`src/core/cpl_pkg.sv`:
```
// Shared constants and types for the cascaded PWM packet latch link.
package cpl_pkg;
   // ======================================================================
   // Clock and bit timing
   localparam int unsigned CLK_PERIOD_NS         = 50;
   localparam int unsigned BIT_PERIOD_MIN_NS     = 1660;
   localparam int unsigned BIT_PERIOD_MAX_NS     = 50000;
   localparam int unsigned BIT_PERIOD_MIN_CYC    = (BIT_PERIOD_MIN_NS + CLK_PERIOD_NS - 1) / CLK_PERIOD_NS;
   localparam int unsigned BIT_PERIOD_MAX_CYC    = BIT_PERIOD_MAX_NS / CLK_PERIOD_NS;
   localparam int unsigned CNT_W_DEF             = 16;
   localparam int unsigned HOLD_EXTRA_W          = 4;
   localparam int unsigned EOS_HOLD_PERIODS_DEF  = 4;
   localparam int unsigned LATCH_HOLD_PERIODS_DEF = 8;
   localparam int unsigned PWM_TICK_DIV_DEF      = 4;
   localparam int unsigned HALF_SHIFT            = 1;
   localparam int unsigned MID_SHIFT             = 2;
   localparam int unsigned PULSE_SHIFT           = 3;

   // ======================================================================
   // Packet layout
   localparam int unsigned PACKET_W  = 32;
   localparam int unsigned DATA_W    = 24;
   localparam int unsigned LEVEL_W   = 8;
   localparam int unsigned CHANNELS  = 3;
   localparam int unsigned CMD_LSB   = 24;
   localparam int unsigned CH_LSB [0:2] = '{16, 8, 0};
   localparam logic [7:0]  CMD_WRITE = 8'h3a;

   // ======================================================================
   // Controller registers on AHB-Lite
   localparam int unsigned ADDR_W         = 8;
   localparam logic [7:0]  REG_CTRL       = 8'h00;
   localparam logic [7:0]  REG_STATUS     = 8'h04;
   localparam logic [7:0]  REG_PACKET     = 8'h08;
   localparam logic [7:0]  REG_PERIOD     = 8'h0c;
   localparam logic [7:0]  REG_CHAIN      = 8'h10;
   localparam int unsigned CTRL_LATCH_BIT = 0;
   localparam int unsigned STAT_BUSY_BIT  = 0;
   localparam int unsigned STAT_DONE_BIT  = 1;
   localparam int unsigned STAT_SENT_LSB  = 8;
   localparam int unsigned SENT_W         = 8;
   localparam logic [15:0] PERIOD_RESET   = 16'h0028;
   localparam logic [7:0]  CHAIN_RESET    = 8'h01;
   localparam logic [1:0]  HTRANS_NONSEQ  = 2'h2;
   localparam logic        HRESP_OKAY     = 1'h0;

   // ======================================================================
   // State encodings
   typedef enum logic [1:0] {DEV_WAIT_FIRST, DEV_MEASURE, DEV_SHIFT, DEV_PASS} cpl_dev_state_t;
   typedef enum logic [1:0] {HOST_IDLE, HOST_BITS, HOST_HOLD} cpl_host_state_t;
endpackage

```
`src/core/cpl_link_if.sv`:
```
// Single-wire link between the controller and the first driver of the chain.
`timescale 1ns/1ns
interface cpl_link_if;
   logic serial_line_in;
   logic serial_line_out;

   // The controller drives the line; the driver forwards it downstream.
   modport host (output serial_line_in);
   modport dev  (input serial_line_in, output serial_line_out);
endinterface

```
`src/core/cpl_dev_end.sv`:
```
// Driver end: self-clocked packet receiver, brightness latch and three PWM sinks.
//
// Implementation choices: the register addresses and the AHB-Lite register port.
`timescale 1ns/1ns
// Function
// - Learn bit period from first two rises.
// - Rise before half period is one, else zero.
// - Packet-end hold freezes shift, forwards line downstream.
// - Eight-bit tick counter drives outputs versus level.
// - Controller latches only after all packets sent.
// - Latch hold loads levels, restarts PWM together.
// - Packet is command byte plus 24 data.
// - N devices need N packets per frame.
// - Any change resends packets for all devices.
// - Outputs stay off until levels are latched.
// - Packets go most significant bit first.
// - Copy only when command byte equals 3Ah.
// - Every packet is followed by packet end.
// - Same bit period for every packet.
// - 32-bit shift register, 24-bit latch, low copy.
// - Low bytes: channel 2, 1, 0 upward.
// - Top byte holds the write command.
module cpl_dev_end #(
   parameter int unsigned CNT_W              = cpl_pkg::CNT_W_DEF,
   parameter int unsigned EOS_HOLD_PERIODS   = cpl_pkg::EOS_HOLD_PERIODS_DEF,
   parameter int unsigned LATCH_HOLD_PERIODS = cpl_pkg::LATCH_HOLD_PERIODS_DEF,
   parameter int unsigned PWM_TICK_DIV       = cpl_pkg::PWM_TICK_DIV_DEF
) (
   input  wire logic                          clk_in,
   input  wire logic                          resetn_in,
   input  wire logic                          en_in,
   cpl_link_if.dev                            link,
   output logic [cpl_pkg::CHANNELS-1:0]       sink_output_out,
   output logic [cpl_pkg::DATA_W-1:0]         brightness_level_out,
   output logic                               forwarding_out,
   output logic                               latch_event_out
);
   localparam int unsigned HOLD_W = CNT_W + cpl_pkg::HOLD_EXTRA_W;
   localparam int unsigned DIV_W  = CNT_W;

   // ======================================================================
   // Receiver state
   cpl_pkg::cpl_dev_state_t             state_d;
   cpl_pkg::cpl_dev_state_t             state_q;
   logic                                line_prev_q;
   logic [CNT_W-1:0]                    bit_cnt_d;
   logic [CNT_W-1:0]                    bit_cnt_q;
   logic [CNT_W-1:0]                    bit_period_d;
   logic [CNT_W-1:0]                    bit_period_q;
   logic [HOLD_W-1:0]                   hold_cnt_d;
   logic [HOLD_W-1:0]                   hold_cnt_q;
   logic [cpl_pkg::PACKET_W-1:0]        serial_packet_shift_d;
   logic [cpl_pkg::PACKET_W-1:0]        serial_packet_shift_q;
   logic                                mid_seen_d;
   logic                                mid_seen_q;
   logic                                bit_done_d;
   logic                                bit_done_q;
   logic                                out_line_d;
   logic                                out_line_q;
   logic                                rise;
   logic [CNT_W-1:0]                    elapsed;
   logic [CNT_W-1:0]                    half_period;
   logic [HOLD_W-1:0]                   eos_limit;
   logic [HOLD_W-1:0]                   latch_limit;
   logic                                latch_fire;
   logic                                latch_valid;

   // ======================================================================
   // PWM state
   logic [cpl_pkg::DATA_W-1:0]          level_d;
   logic [cpl_pkg::DATA_W-1:0]          level_q;
   logic [cpl_pkg::LEVEL_W-1:0]         pwm_cnt_d;
   logic [cpl_pkg::LEVEL_W-1:0]         pwm_cnt_q;
   logic [DIV_W-1:0]                    tick_div_d;
   logic [DIV_W-1:0]                    tick_div_q;
   logic                                latch_evt_d;
   logic                                latch_evt_q;

   // Edge detection and the timing thresholds derived from the learned period.
   assign rise        = link.serial_line_in & ~line_prev_q;
   assign elapsed     = (bit_cnt_q == '1) ? bit_cnt_q : bit_cnt_q + 1'b1;
   assign half_period = bit_period_q >> cpl_pkg::HALF_SHIFT;
   assign eos_limit   = HOLD_W'(bit_period_q) * HOLD_W'(EOS_HOLD_PERIODS);
   assign latch_limit = HOLD_W'(bit_period_q) * HOLD_W'(LATCH_HOLD_PERIODS);

   // Latch fires once the line has been low for the latch hold after decoding began.
   assign latch_fire  = ((state_q == cpl_pkg::DEV_SHIFT) || (state_q == cpl_pkg::DEV_PASS)) &&
                        (hold_cnt_q >= latch_limit);
   assign latch_valid = latch_fire &&
                        (serial_packet_shift_q[cpl_pkg::PACKET_W-1:cpl_pkg::CMD_LSB] == cpl_pkg::CMD_WRITE);

   // Receiver next-state logic: measure, decode bits, freeze and forward.
   always_comb begin
      state_d               = state_q;
      bit_cnt_d             = elapsed;
      bit_period_d          = bit_period_q;
      serial_packet_shift_d = serial_packet_shift_q;
      mid_seen_d            = mid_seen_q;
      bit_done_d            = bit_done_q;
      hold_cnt_d            = rise ? '0 : ((hold_cnt_q == '1) ? hold_cnt_q : hold_cnt_q + 1'b1);
      out_line_d            = 1'b0;
      case (state_q)
         cpl_pkg::DEV_WAIT_FIRST: begin
            bit_cnt_d = '0;
            if (rise) begin
               state_d = cpl_pkg::DEV_MEASURE;
            end
         end
         cpl_pkg::DEV_MEASURE: begin
            if (rise) begin
               bit_cnt_d = '0;
               // The interval between the first two rises becomes the bit period.
               if ((elapsed >= CNT_W'(cpl_pkg::BIT_PERIOD_MIN_CYC)) &&
                   (elapsed <= CNT_W'(cpl_pkg::BIT_PERIOD_MAX_CYC))) begin
                  bit_period_d          = elapsed;
                  serial_packet_shift_d = {serial_packet_shift_q[cpl_pkg::PACKET_W-2:0], 1'b0};
                  mid_seen_d            = 1'b0;
                  bit_done_d            = 1'b0;
                  state_d               = cpl_pkg::DEV_SHIFT;
               end
            end else if (elapsed > CNT_W'(cpl_pkg::BIT_PERIOD_MAX_CYC)) begin
               state_d = cpl_pkg::DEV_WAIT_FIRST;
            end
         end
         cpl_pkg::DEV_SHIFT: begin
            if (rise && !bit_done_q && (elapsed < half_period)) begin
               mid_seen_d = 1'b1;
            end else if (rise) begin
               // A late rise opens the next bit; close the current one first if needed.
               if (!bit_done_q) begin
                  serial_packet_shift_d = {serial_packet_shift_q[cpl_pkg::PACKET_W-2:0], mid_seen_q};
               end
               bit_cnt_d  = '0;
               mid_seen_d = 1'b0;
               bit_done_d = 1'b0;
            end else if (!bit_done_q && (elapsed >= half_period)) begin
               serial_packet_shift_d = {serial_packet_shift_q[cpl_pkg::PACKET_W-2:0], mid_seen_q};
               bit_done_d            = 1'b1;
            end
            if (hold_cnt_q >= eos_limit) begin
               state_d = cpl_pkg::DEV_PASS;
            end
         end
         cpl_pkg::DEV_PASS: begin
            bit_cnt_d  = '0;
            out_line_d = link.serial_line_in;
         end
         default: begin
            state_d = cpl_pkg::DEV_WAIT_FIRST;
         end
      endcase
      if (latch_fire) begin
         state_d               = cpl_pkg::DEV_WAIT_FIRST;
         serial_packet_shift_d = '0;
         out_line_d            = 1'b0;
      end
   end

   // Receiver registers.
   always_ff @(posedge clk_in) begin
      if (!resetn_in) begin
         state_q               <= cpl_pkg::DEV_WAIT_FIRST;
         line_prev_q           <= 1'b0;
         bit_cnt_q             <= '0;
         bit_period_q          <= CNT_W'(cpl_pkg::BIT_PERIOD_MAX_CYC);
         hold_cnt_q            <= '0;
         serial_packet_shift_q <= '0;
         mid_seen_q            <= 1'b0;
         bit_done_q            <= 1'b0;
         out_line_q            <= 1'b0;
      end else if (en_in) begin
         state_q               <= state_d;
         line_prev_q           <= link.serial_line_in;
         bit_cnt_q             <= bit_cnt_d;
         bit_period_q          <= bit_period_d;
         hold_cnt_q            <= hold_cnt_d;
         serial_packet_shift_q <= serial_packet_shift_d;
         mid_seen_q            <= mid_seen_d;
         bit_done_q            <= bit_done_d;
         out_line_q            <= out_line_d;
      end
   end

   // ======================================================================
   // Brightness latch and PWM counter
   // A valid latch copies the low 24 bits, clears the counter and restarts the tick.
   always_comb begin
      level_d     = level_q;
      pwm_cnt_d   = pwm_cnt_q;
      tick_div_d  = tick_div_q;
      latch_evt_d = latch_valid;
      if (latch_valid) begin
         level_d    = serial_packet_shift_q[cpl_pkg::DATA_W-1:0];
         pwm_cnt_d  = '0;
         tick_div_d = '0;
      end else if (tick_div_q == DIV_W'(PWM_TICK_DIV - 1)) begin
         tick_div_d = '0;
         pwm_cnt_d  = pwm_cnt_q + 1'b1;
      end else begin
         tick_div_d = tick_div_q + 1'b1;
      end
   end

   // PWM registers; levels reset to zero so every sink stays off.
   always_ff @(posedge clk_in) begin
      if (!resetn_in) begin
         level_q     <= '0;
         pwm_cnt_q   <= '0;
         tick_div_q  <= '0;
         latch_evt_q <= 1'b0;
      end else if (en_in) begin
         level_q     <= level_d;
         pwm_cnt_q   <= pwm_cnt_d;
         tick_div_q  <= tick_div_d;
         latch_evt_q <= latch_evt_d;
      end
   end

   // One comparator per channel; channel i takes its byte from the mapped lane.
   genvar ch;
   generate
      for (ch = 0; ch < cpl_pkg::CHANNELS; ch++) begin : g_chan
         cpl_pwm_channel u_chan (
            .clk_in          (clk_in),
            .resetn_in       (resetn_in),
            .en_in           (en_in),
            .level_in        (level_q[cpl_pkg::CH_LSB[ch] +: cpl_pkg::LEVEL_W]),
            .count_in        (pwm_cnt_q),
            .sink_output_out (sink_output_out[ch])
         );
      end
   endgenerate

   // Outputs; forwarding_out is decoded from state_q, the others are registers.
   assign link.serial_line_out = out_line_q;
   assign brightness_level_out = level_q;
   assign forwarding_out       = (state_q == cpl_pkg::DEV_PASS);
   assign latch_event_out      = latch_evt_q;
endmodule

```
`src/core/cpl_pwm_channel.sv`:
```
// One PWM sink channel comparing the shared counter with its latched level.
`timescale 1ns/1ns
module cpl_pwm_channel (
   input  wire logic                         clk_in,
   input  wire logic                         resetn_in,
   input  wire logic                         en_in,
   input  wire logic [cpl_pkg::LEVEL_W-1:0]  level_in,
   input  wire logic [cpl_pkg::LEVEL_W-1:0]  count_in,
   output logic                              sink_output_out
);
   logic on_d;
   logic on_q;

   // The sink is on from count one while the count does not exceed the level.
   always_comb begin
      on_d = (count_in != '0) && (count_in <= level_in);
   end

   // Outputs start off after reset.
   always_ff @(posedge clk_in) begin
      if (!resetn_in) begin
         on_q <= 1'b0;
      end else if (en_in) begin
         on_q <= on_d;
      end
   end

   assign sink_output_out = on_q;
endmodule

```
`src/flat_wrapper.sv`:
```
// flat-port wrapper written by rule: the top's interface ports become plain ports
module cpl_dev_end_flat 
#(
   parameter int unsigned CNT_W              = cpl_pkg::CNT_W_DEF,
   parameter int unsigned EOS_HOLD_PERIODS   = cpl_pkg::EOS_HOLD_PERIODS_DEF,
   parameter int unsigned LATCH_HOLD_PERIODS = cpl_pkg::LATCH_HOLD_PERIODS_DEF,
   parameter int unsigned PWM_TICK_DIV       = cpl_pkg::PWM_TICK_DIV_DEF
)
  (clk_in, resetn_in, en_in, sink_output_out, brightness_level_out, forwarding_out, latch_event_out, link_serial_line_in, link_serial_line_out);
  cpl_link_if link_i ();
  input  wire logic clk_in;
  input  wire logic resetn_in;
  input  wire logic en_in;
  output logic [cpl_pkg::CHANNELS-1:0] sink_output_out;
  output logic [cpl_pkg::DATA_W-1:0] brightness_level_out;
  output logic forwarding_out;
  output logic latch_event_out;
  input wire logic [$bits(link_i.serial_line_in)-1:0] link_serial_line_in;
  output wire logic [$bits(link_i.serial_line_out)-1:0] link_serial_line_out;
  assign link_i.serial_line_in = link_serial_line_in;
  assign link_serial_line_out = link_i.serial_line_out;
  cpl_dev_end #(.CNT_W(CNT_W), .EOS_HOLD_PERIODS(EOS_HOLD_PERIODS), .LATCH_HOLD_PERIODS(LATCH_HOLD_PERIODS), .PWM_TICK_DIV(PWM_TICK_DIV)) u_core (.clk_in(clk_in), .resetn_in(resetn_in), .en_in(en_in), .link(link_i), .sink_output_out(sink_output_out), .brightness_level_out(brightness_level_out), .forwarding_out(forwarding_out), .latch_event_out(latch_event_out));
endmodule
```
`config.mk`:
```
export PLATFORM = sky130hd
export DESIGN_NAME = cpl_dev_end_flat
export DESIGN_NICKNAME = d
export VERILOG_FILES = /design/src/core/cpl_pkg.sv /design/src/core/cpl_link_if.sv /design/src/core/cpl_dev_end.sv /design/src/core/cpl_pwm_channel.sv /design/src/flat_wrapper.sv
export SDC_FILE = /design/constraint.sdc
export NUM_CORES = 1
export LEC_CHECK = 0
export ABC_AREA = 1
export BUFFER_PORTS_ARGS = -buffer_cell sky130_fd_sc_hd__buf_2
export CAP_MARGIN = 0
export CELL_PAD_IN_SITES_DETAIL_PLACEMENT = 2
export CELL_PAD_IN_SITES_GLOBAL_PLACEMENT = 2
export CORE_ASPECT_RATIO = 1.2
export CORE_UTILIZATION = 32
export DETAILED_ROUTE_END_ITERATION = 16
export HOLD_SLACK_MARGIN = 0.02
export PLACE_DENSITY_LB_ADDON = 0.1
export SETUP_SLACK_MARGIN = 0.3
export SLEW_MARGIN = 10
export SYNTH_ARGS = -nofsm -noshare
export SYNTH_HDL_FRONTEND = slang
export SYNTH_SLANG_ARGS = --single-unit
```
`constraint.sdc`:
```
create_clock -name clk_in -period 9.2 [get_ports clk_in]
set_clock_uncertainty 0.1 [all_clocks]
set_input_delay 0.92 -clock clk_in [delete_from_list [all_inputs] [get_ports clk_in]]
set_output_delay 0.92 -clock clk_in [all_outputs]
set_load 0.03 [all_outputs]
```
==> results of run 1 <==
flip-flops by register name, summed over array words and instances (netlist names):
signal and cells:
u_core.latch_event_out 1, u_core.line_prev_q 1, u_core.bit_done_q 1, u_core.tick_div_q 16, u_core.g_chan.u_chan.sink_output_out 3, u_core.state_q 2
u_core.link.serial_line_out 1, u_core.serial_packet_shift_q 32, u_core.hold_cnt_q 20, u_core.bit_cnt_q 16, u_core.brightness_level_out 24, u_core.bit_period_q 16
u_core.pwm_cnt_q 8, u_core.mid_seen_q 1
layout make-up:
cell class,count,area [um2]
clock inverters,10,139
repair buffers,39,210
inverters,195,732
multi-input cells,905,4910
fillers,3215,16800
well taps,335,419
flip-flops and latches,142,2840
clock buffers,21,450
placed cells by master, fill, tap and decap left out, types with 5 or more instances in the layout:
cell,Yosys,layout
a211oi_1,5,5
a21oi_1,106,106
buf_2,7,33
buf_4,3,6
clkbuf_16,0,17
dfxtp_1,142,142
ha_1,80,80
inv_1,190,190
nand2_1,274,274
nand2_2,5,5
nand3_1,87,86
nand4_1,54,54
nor2_1,145,145
nor3_1,27,27
nor4_1,7,7
o21ai_0,52,52
xor2_1,13,13
path summary, 6_finish.rpt:
kind	cells after the start	from	slack [ns]	endpoint
max	15	u_core.bit_period_q[15]	4.74	u_core.serial_packet_shift_q[4]
min	2	u_core.bit_period_q[8]	0.36	u_core.bit_period_q[8]
max reg2reg	15	u_core.bit_period_q[15]	4.74	u_core.serial_packet_shift_q[4]
min reg2reg	2	u_core.bit_period_q[8]	0.36	u_core.bit_period_q[8]
cell usage after synthesis (2+ instances only):
master | number | share of area [%]
a21o_1 | 2 | 0.17
a21oi_1 | 106 | 6.1
buf_2 | 7 | 0.40
nand3b_1 | 2 | 0.17
o211ai_1 | 4 | 0.35
inv_1 | 190 | 8.2
o21a_1 | 2 | 0.17
buf_6 | 5 | 0.65
nand3_1 | 87 | 5.0
nor2_2 | 4 | 0.29
xnor2_1 | 3 | 0.30
nand2_2 | 5 | 0.36
nor2_1 | 145 | 6.3
o21ai_0 | 52 | 3.0
and3_1 | 2 | 0.14
buf_4 | 3 | 0.26
nand2_4 | 2 | 0.26
ha_1 | 80 | 12
nor3b_1 | 2 | 0.17
or2_2 | 4 | 0.29
nand4_1 | 54 | 3.9
nor2_4 | 2 | 0.26
nand3_2 | 2 | 0.23
nor4_1 | 7 | 0.50
nand2_1 | 274 | 12
nor3_1 | 27 | 1.6
inv_2 | 4 | 0.17
clkbuf_1 | 28 | 1.2
o21bai_1 | 4 | 0.35
a211oi_1 | 5 | 0.43
a41oi_1 | 2 | 0.20
dfxtp_1 | 142 | 33
xor2_1 | 13 | 1.3
worst min-delay path, cell delays in order (launching register included):
cell	delay, ns
dfxtp_1	0.33
nand2_1	0.05
nand3_1	0.05
logic make-up after synthesis:
logic type | after synthesis
XOR/XNOR | 16
AND/OR/NAND/NOR | 621
adder cells (fa/ha/maj) | 80
AO/OA/AOI/OAI | 188
buffers and inverters | 239
flip-flops | 142
power by group:
part / leakage (uW) / switching [uW] / internal (uW)
clock network: 0.000287 / 286 / 433
logic: 0.00295 / 270 / 118
registers: 0.00115 / 46.3 / 670
metrics by stage:
| step | total power, uW | instance area [um2] |
|---|---|---|
| 2_1_floorplan | 1030 | 8700 |
| 3_3_place_gp | 1110 | 9110 |
| 3_5_place_dp | 1120 | 9110 |
| 4_1_cts | 1850 | 9700 |
| 5_1_grt | 1930 | 9700 |
| 6_report | 1820 | 9700 |
layer usage:
metal  vias up  part of all wire (%)  GRT usage, %
li1       4228                     -             -
met1      4146                    42          23.1
met2        65                    54          42.6
met3        28                   2.0          3.37
met4         0                   1.7          6.22
met5         -                     0             0
==> results.sh, run 1 <==
export IMPL_path_cells="inv_1 > ha_1 > inv_1 > nor3_1 > nor2b_1 > nand3b_1 > nand4_1 > nand2_1 > buf_4 > inv_1 > o31a_1 > nand3_4 > nand2_1 > inv_1 > nor2_1"
export IMPL_routedWlPerCell_um=17.4
export IMPL_slowest_stage="o31a_1"
export IMPL_fmax_ghz=0.224
export IMPL_placementRows=65
export IMPL_instances_no_fill=1647
export IMPL_endpoint_kind="flop"
export IMPL_max_slew_margin_pct=21.2
export IMPL_layout_worst_path_cycle_share_pct=48.4
export IMPL_cts_sinks=142
export IMPL_routed_wl_um=28700
export IMPL_maxCapViolCount=0
export IMPL_place_ws_ns=4.77
export IMPL_syn_avg_cell_area_um2=6.76
export IMPL_yosysWarnings=0
export IMPL_path_max_fanout=40
export IMPL_critical_path_buf_inv_count=5
export IMPL_synth_xor_area_share_pct=1.61
export IMPL_insertion_delay_ns=0.44
export IMPL_start_util_pct=32.8
export IMPL_synth_compound_area_share_pct=11.8
export IMPL_synth_edff_count=0
export IMPL_syn_nets=1370
export IMPL_root_buffer="clkbuf_16"
export IMPL_crit_path_frequent_cell="inv_1"
export IMPL_muxShareOfSynthArea_pct=0
export IMPL_critical_path_top_delay_family="simple AND/OR/NAND/NOR gates"
export IMPL_ys_ff_latch=142
export IMPL_arrival_ns=4.72
export IMPL_synth_area_um2=8700
export IMPL_track_usage_pct=21.4
export IMPL_die_h_um=183
export IMPL_final_antenna_net_count=0
export IMPL_finalNetCount=1384
export IMPL_setup_viol=0
export IMPL_rsz0062_at_grt="no"
export IMPL_crit_type="reg -> reg"
export IMPL_worst_pin_slew_ns=1.18
export IMPL_hold_viol_final=0
export IMPL_tns_ns=0
export IMPL_synth_adder_area_share_pct=11.5
export IMPL_postLayoutCoreUtil_pct=36.6
export IMPL_layout_setup_ws_ns=4.74
export IMPL_ioPinCount=34
export IMPL_cts_buffer_depth=2
export IMPL_report_final_slew_viol_count=0
export IMPL_numCtsBuffers=17
export IMPL_die_area_um2=27800
export IMPL_slowest_delay_ns=0.98
export IMPL_leakage_uw=0.00438
export IMPL_synth_cells=1286
export IMPL_num_vias=8467
export IMPL_dr_first_iter_drc_count=226
export IMPL_cp_start_kind="flop"
export IMPL_die_x_um=153
export IMPL_route_detailed_drc=0
export IMPL_synth_simple_area_share_pct=31.5
export IMPL_firstDrtPassIters=4
export IMPL_peakVddDrop_v=0.000131
export IMPL_dp_cells=1616
export IMPL_cts_repair_resized=0
export IMPL_syn_to_final_growth_pct=11.5
export IMPL_drive_above_1_share_pct=7.09
export IMPL_whs_ns=0.362
export IMPL_power_density_nw_per_um2=188
export IMPL_grt_pass1_wl_um=47100
export IMPL_async_reset_ff_share_pct=0
export IMPL_synth_top_family_by_area="simple AND/OR/NAND/NOR gates"
export IMPL_htreeDepth=4
export IMPL_post_drt_via_cell_ratio=5.14
export IMPL_min_period_ns=4.46
export IMPL_grt_max_degree=51
export IMPL_overflow=0
export IMPL_synth_main_ff_cell="dfxtp_1"
export IMPL_ys_seq_area_share_pct=32.7
export IMPL_grt_pass1_vias=9170
export IMPL_core_area_um2=26500
export IMPL_status="completed"
export IMPL_cts_tree="done"
export IMPL_synth_distinct_cells=48
export IMPL_hpwl_um=21600
export IMPL_gp_congestion=0.787
export IMPL_antenna_cells_inserted=0
export IMPL_antenna_found_initial=0
export IMPL_numPortBuffers=33
export IMPL_cts_setup_buffers=0
export IMPL_worstHoldPathType="reg -> reg"
export IMPL_clk_pin_slew_ns=0.06
export IMPL_cts_hold_buf=0
export IMPL_required_ns=9.46
Note: power is estimated with default switching activity, not from simulation.
==> inputs of run 2 (changes only) <==
clock period = 4.4 ns   (was 9.2 ns; I/O delays follow)
==> run 2 against run 1 <==
  * Core utilization increased by 0.81 points
  * Maximum frequency increased by 18%
  * Total power increased by 120%
  * Register-to-register slack got worse by 4.1 ns
  * Combinational power increased by 120%
  * Non-clock buffer count increased by 12
  * Critical endpoint is now u_core.serial_packet_shift_q[29]
  * Largest cell class unchanged
==> results.sh, run 2 (synthesized netlist as in run 1, its figures left out) <==
export IMPL_numPortBuffers=33
export IMPL_drive_above_1_share_pct=8.29
export IMPL_die_area_um2=27800
export IMPL_grt_pass1_wl_um=48300
export IMPL_fillers=3246
export IMPL_arrival_ns=4.00
export IMPL_htreeDepth=4
export IMPL_gp_congestion=0.806
export IMPL_track_usage_pct=22.1
export IMPL_min_period_ns=3.78
export IMPL_firstDrtPassIters=4
export IMPL_final_common_cell="nand2_1"
export IMPL_report_final_slew_viol_count=0
export IMPL_required_ns=4.62
export IMPL_antenna_cells_inserted=0
export IMPL_hold_viol_final=0
export IMPL_start_util_pct=32.8
export IMPL_slowest_delay_ns=0.42
export IMPL_whs_ns=0.246
export IMPL_routed_wl_um=29900
export IMPL_rsz0062_at_grt="no"
export IMPL_cts_tree="done"
export IMPL_cp_start_kind="flop"
export IMPL_numCtsBuffers=17
export IMPL_layout_common_cells="274 x nand2_1, 190 x inv_1, 145 x nor2_1, 142 x dfxtp_1, 106 x a21oi_1"
export IMPL_hpwl_um=22000
export IMPL_critical_path_buf_inv_count=2
export IMPL_layout_worst_path_cycle_share_pct=85.9
export IMPL_post_drt_via_cell_ratio=5.14
export IMPL_path_cells="ha_1 > inv_1 > nor2_2 > nand2_2 > inv_2 > nand2_4 > nand2_1 > nand2_1 > ha_1 > a21oi_1 > o21a_1 > o211ai_1 > nand3_1 > nand4_1 > nand2_2 > nand2_8 > nand3_2 > nor2_1 > nor2_1"
export IMPL_worst_pin_slew_ns=0.805
export IMPL_peakVddDrop_v=0.000200
export IMPL_overflow=0
export IMPL_ioPinCount=34
export IMPL_root_buffer="clkbuf_16"
export IMPL_leakage_uw=0.00448
export IMPL_crit_type="reg -> reg"
export IMPL_path_max_fanout=27
export IMPL_route_detailed_drc=0
export IMPL_grt_max_degree=74
export IMPL_cts_sinks=142
export IMPL_critical_path_top_delay_family="simple AND/OR/NAND/NOR gates"
export IMPL_power_density_nw_per_um2=410
export IMPL_dr_first_iter_drc_count=292
export IMPL_fmax_ghz=0.265
export IMPL_placementRows=65
export IMPL_worstHoldPathType="in -> reg"
export IMPL_setup_viol=0
export IMPL_endpoint_kind="flop"
export IMPL_grt_pass1_vias=9071
export IMPL_finalNetCount=1398
export IMPL_core_area_um2=26500
export IMPL_slowest_stage="dfxtp_1"
export IMPL_insertion_delay_ns=0.43
export IMPL_tns_ns=0
export IMPL_routedWlPerCell_um=18.0
export IMPL_largest_register_ffs=32
export IMPL_top_register="u_core.serial_packet_shift_q"
export IMPL_max_slew_margin_pct=46.3
export IMPL_die_h_um=183
export IMPL_num_vias=8543
export IMPL_maxCapViolCount=0
export IMPL_clk_pin_slew_ns=0.07
export IMPL_status="completed"
export IMPL_final_antenna_net_count=0
export IMPL_antenna_found_initial=0
export IMPL_die_x_um=153
export IMPL_syn_to_final_growth_pct=14.0
export IMPL_cts_buffer_depth=2
## run 2: cell count changes in the layout (fill, tap and decap cells not counted), moves of 2 or more
cell,before,now
buf_4,6,18
bufinv_16,3,6
clkbuf_1,3,1
clkinv_2,3,1
clkinvlp_4,1,3
## run 2: cell type report
| type | instances | area, um2 | area share (%) |
|---|---|---|---|
| Multi-Input combinational cell | 907 | 4940 | 49.9 |
| Sequential cell | 142 | 2840 | 28.7 |
| Inverter | 195 | 732 | 7.38 |
| Clock buffer | 19 | 443 | 4.47 |
| Tap cell | 335 | 419 | 4.23 |
| Timing Repair Buffer | 51 | 300 | 3.03 |
| Clock inverter | 13 | 234 | 2.36 |
## run 2: report_power, final
group          total [uW]  leakage [uW]  internal [uW]  switching, uW
Clock                1700      0.000320           1080            617
Sequential           1490       0.00115           1400           93.1
Combinational         874       0.00301            266            608
## run 2: worst paths after layout
| path | startpoint | to | slack (ns) | cells past startpoint |
|---|---|---|---|---|
| hold / removal | link_serial_line_in | u_core.line_prev_q | 0.25 | 3 |
| hold reg to reg | u_core.bit_period_q[9] | u_core.bit_period_q[9] | 0.36 | 2 |
| setup / recovery | u_core.bit_cnt_q[0] | u_core.serial_packet_shift_q[29] | 0.62 | 19 |
| setup reg to reg | u_core.bit_cnt_q[0] | u_core.serial_packet_shift_q[29] | 0.62 | 19 |
## run 2: what timing repair did
item | CTS | global route
hold buffers | 0 | 0
gates resized for setup | 0 | 2
endpoints found under the setup margin | 0 | 32
setup buffers | 0 | 0
## run 2: through the flow
step	worst slack (ns)	std cells	utilization, %	cell area (um2)	power, uW
floorplan	1.41	1286	-	8700	2150
global placement	0.618	1628	34.7	9200	2320
detailed placement	0.451	1628	34.7	9200	2350
CTS	0.329	1660	37.3	9880	4100
global route	0.312	1662	37.4	9910	4290
finish	0.621	1662	37.4	9910	4070
## run 2: worst min-delay path, cell delays in order
cell     delay, ns
buf_2         0.12
nand2_1       0.09
a21oi_1       0.07
## run 2: routing by layer
layer | GRT usage (%) | share of wire [%]
met5 | 0 | 0
met3 | 3.28 | 1.9
met4 | 6.75 | 1.9
met1 | 24.6 | 42
met2 | 43.0 | 54
==> inputs of run 3 (changes only) <==
CORE_MARGIN = 1.5   (was not set)
==> run 3 against run 2 <==
  * Worst setup slack gained 0.029 ns
  * Clock-buffer cell count shrank 2
  * Sequential share of layout area grew 0.16 points
  * Critical path depth grew 1
  * Critical path type unchanged
==> results.sh, run 3 (synthesized netlist as in run 1, its figures left out) <==
export IMPL_top_register="u_core.serial_packet_shift_q"
export IMPL_report_final_slew_viol_count=0
export IMPL_tns_ns=0
export IMPL_slowest_stage="dfxtp_1"
export IMPL_dr_first_iter_drc_count=236
export IMPL_drive_above_1_share_pct=8.36
export IMPL_grt_max_degree=74
export IMPL_routedWlPerCell_um=17.9
export IMPL_core_area_um2=26500
export IMPL_cp_start_kind="flop"
export IMPL_cts_setup_buffers=0
export IMPL_reg2reg_setup_slack_ns=0.65
export IMPL_cp_depth=20
export IMPL_path_max_fanout=28
export IMPL_numCtsBuffers=17
export IMPL_hold_end="u_core.line_prev_q"
export IMPL_grt_pass1_vias=9181
export IMPL_layout_common_cells="274 x nand2_1, 190 x inv_1, 145 x nor2_1, 142 x dfxtp_1, 106 x a21oi_1"
export IMPL_required_ns=4.67
export IMPL_whs_ns=0.295
export IMPL_insertion_delay_ns=0.44
export IMPL_crit_type="reg -> reg"
export IMPL_track_usage_pct=21.8
export IMPL_antenna_cells_inserted=0
export IMPL_worst_hold_path_num_cells=3
export IMPL_arrival_ns=4.02
export IMPL_max_slew_margin_pct=42.6
export IMPL_layout_worst_path_cycle_share_pct=85.2
export IMPL_critical_path_top_delay_family="simple AND/OR/NAND/NOR gates"
export IMPL_overflow=0
export IMPL_cts_sinks=142
export IMPL_die_area_um2=28200
export IMPL_fillers=3266
export IMPL_route_detailed_drc=0
export IMPL_setup_viol=0
export IMPL_htreeDepth=4
export IMPL_syn_to_final_growth_pct=13.3
export IMPL_fmax_ghz=0.267
export IMPL_post_drt_via_cell_ratio=5.15
export IMPL_hpwl_um=22000
export IMPL_finalNetCount=1398
export IMPL_endpoint_kind="flop"
export IMPL_crit_path_frequent_cell="nand2_1"
export IMPL_postLayoutCoreUtil_pct=37.2
export IMPL_gp_congestion=0.806
export IMPL_die_h_um=184
export IMPL_grt_pass1_wl_um=48300
export IMPL_worstHoldPathType="in -> reg"
export IMPL_num_vias=8557
export IMPL_multi_input_area_um2=4960
export IMPL_reg2reg_from="u_core.bit_cnt_q[0]"
export IMPL_status="completed"
export IMPL_power_density_nw_per_um2=396
export IMPL_slowest_delay_ns=0.40
export IMPL_reg2regPathDepth=20
export IMPL_firstDrtPassIters=4
export IMPL_antenna_found_initial=0
export IMPL_seq_area_um2=2840
export IMPL_rsz0062_at_grt="yes"
export IMPL_placementRows=65
export IMPL_cts_buffer_depth=2
export IMPL_clk_pin_slew_ns=0.07
export IMPL_min_period_ns=3.75
export IMPL_routed_wl_um=29800
export IMPL_critical_path_buf_inv_count=2
export IMPL_root_buffer="clkbuf_16"
export IMPL_path_cells="ha_1 > inv_1 > nor2_2 > nand2_2 > inv_2 > nand2_4 > nand2_1 > nand2_1 > ha_1 > a21oi_1 > o21a_1 > o211ai_1 > nand3_1 > nand4_1 > nand2_2 > nand2_4 > nand3_4 > nand2_1 > nand2_1 > nor2_1"
export IMPL_reg2reg_to="u_core.serial_packet_shift_q[3]"
export IMPL_leakage_uw=0.00445
export IMPL_ioPinCount=34
export IMPL_die_x_um=154
export IMPL_cts_tree="done"
export IMPL_maxCapViolCount=0
export IMPL_hold_viol_final=0
export IMPL_peakVddDrop_v=0.000249
export IMPL_min_from="link_serial_line_in"
export IMPL_numPortBuffers=33
export IMPL_worst_pin_slew_ns=0.862
export IMPL_start_util_pct=32.8
export IMPL_largest_register_ffs=32
export IMPL_final_antenna_net_count=0
export IMPL_final_common_cell="nand2_1"
export IMPL_total_power_uw=3910
## run 3: layer usage
metal | wire, um | global-route usage (%) | vias to the layer above
met5 | 0 | 0 | -
met4 | 544 | 6.72 | 0
met3 | 442 | 2.97 | 30
met2 | 16000 | 42.4 | 73
met1 | 12800 | 24.4 | 4193
li1 | - | - | 4261
## run 3: final cells by class
type                       instances  share of cell area (%)
multi-input combinational        908                    50.3
sequential                       142                    28.8
inverter                         195                    7.42
clock buffer                      17                    4.32
tap                              335                    4.25
timing repair buffer              50                    2.97
clock inverter                    15                    1.90
## run 3: how the worst max path moves through the flow
stage | from | end | slack, ns
final | u_core.bit_cnt_q[0] | u_core.serial_packet_shift_q[3] | 0.65
after global routing | u_core.bit_cnt_q[0] | u_core.serial_packet_shift_q[28] | 0.27
after CTS | u_core.bit_cnt_q[0] | u_core.serial_packet_shift_q[3] | 0.43
after detailed placement | u_core.bit_cnt_q[0] | u_core.serial_packet_shift_q[3] | 0.46
after global placement | u_core.bit_cnt_q[0] | u_core.serial_packet_shift_q[15] | 0.62
after floorplan | u_core.bit_cnt_q[0] | u_core.serial_packet_shift_q[28] | 1.41
## run 3: through the flow
step	instances	area [um2]	setup slack, ns
4_1_cts	1659	9810	0.426
3_5_place_dp	1627	9190	0.464
6_report	1662	9860	0.650
2_1_floorplan	1286	8700	1.41
5_1_grt	1662	9860	0.268
3_3_place_gp	1627	9190	0.617
## run 3: what timing repair did
action	CTS	global route
hold buffers	0	0
resized for setup	0	3
endpoints found under the hold margin	0	0
setup endpoints to repair	0	32
## run 3: report_power, final
part	switching [uW]	internal (uW)	leakage, uW
registers	90.6	1400	0.00115
clock network	643	902	0.000296
logic	605	267	0.00301
## run 3: worst register-to-register path: stages, from the launching register on
cell and delay, ns:
dfxtp_1 0.40, ha_1 0.29, inv_1 0.08, nor2_2 0.18
nand2_2 0.12, inv_2 0.09, nand2_4 0.14, nand2_1 0.10
nand2_1 0.10, ha_1 0.31, a21oi_1 0.06, o21a_1 0.16
o211ai_1 0.23, nand3_1 0.17, nand4_1 0.18, nand2_2 0.10
nand2_4 0.31, nand3_4 0.27, nand2_1 0.13, nand2_1 0.05
nor2_1 0.12
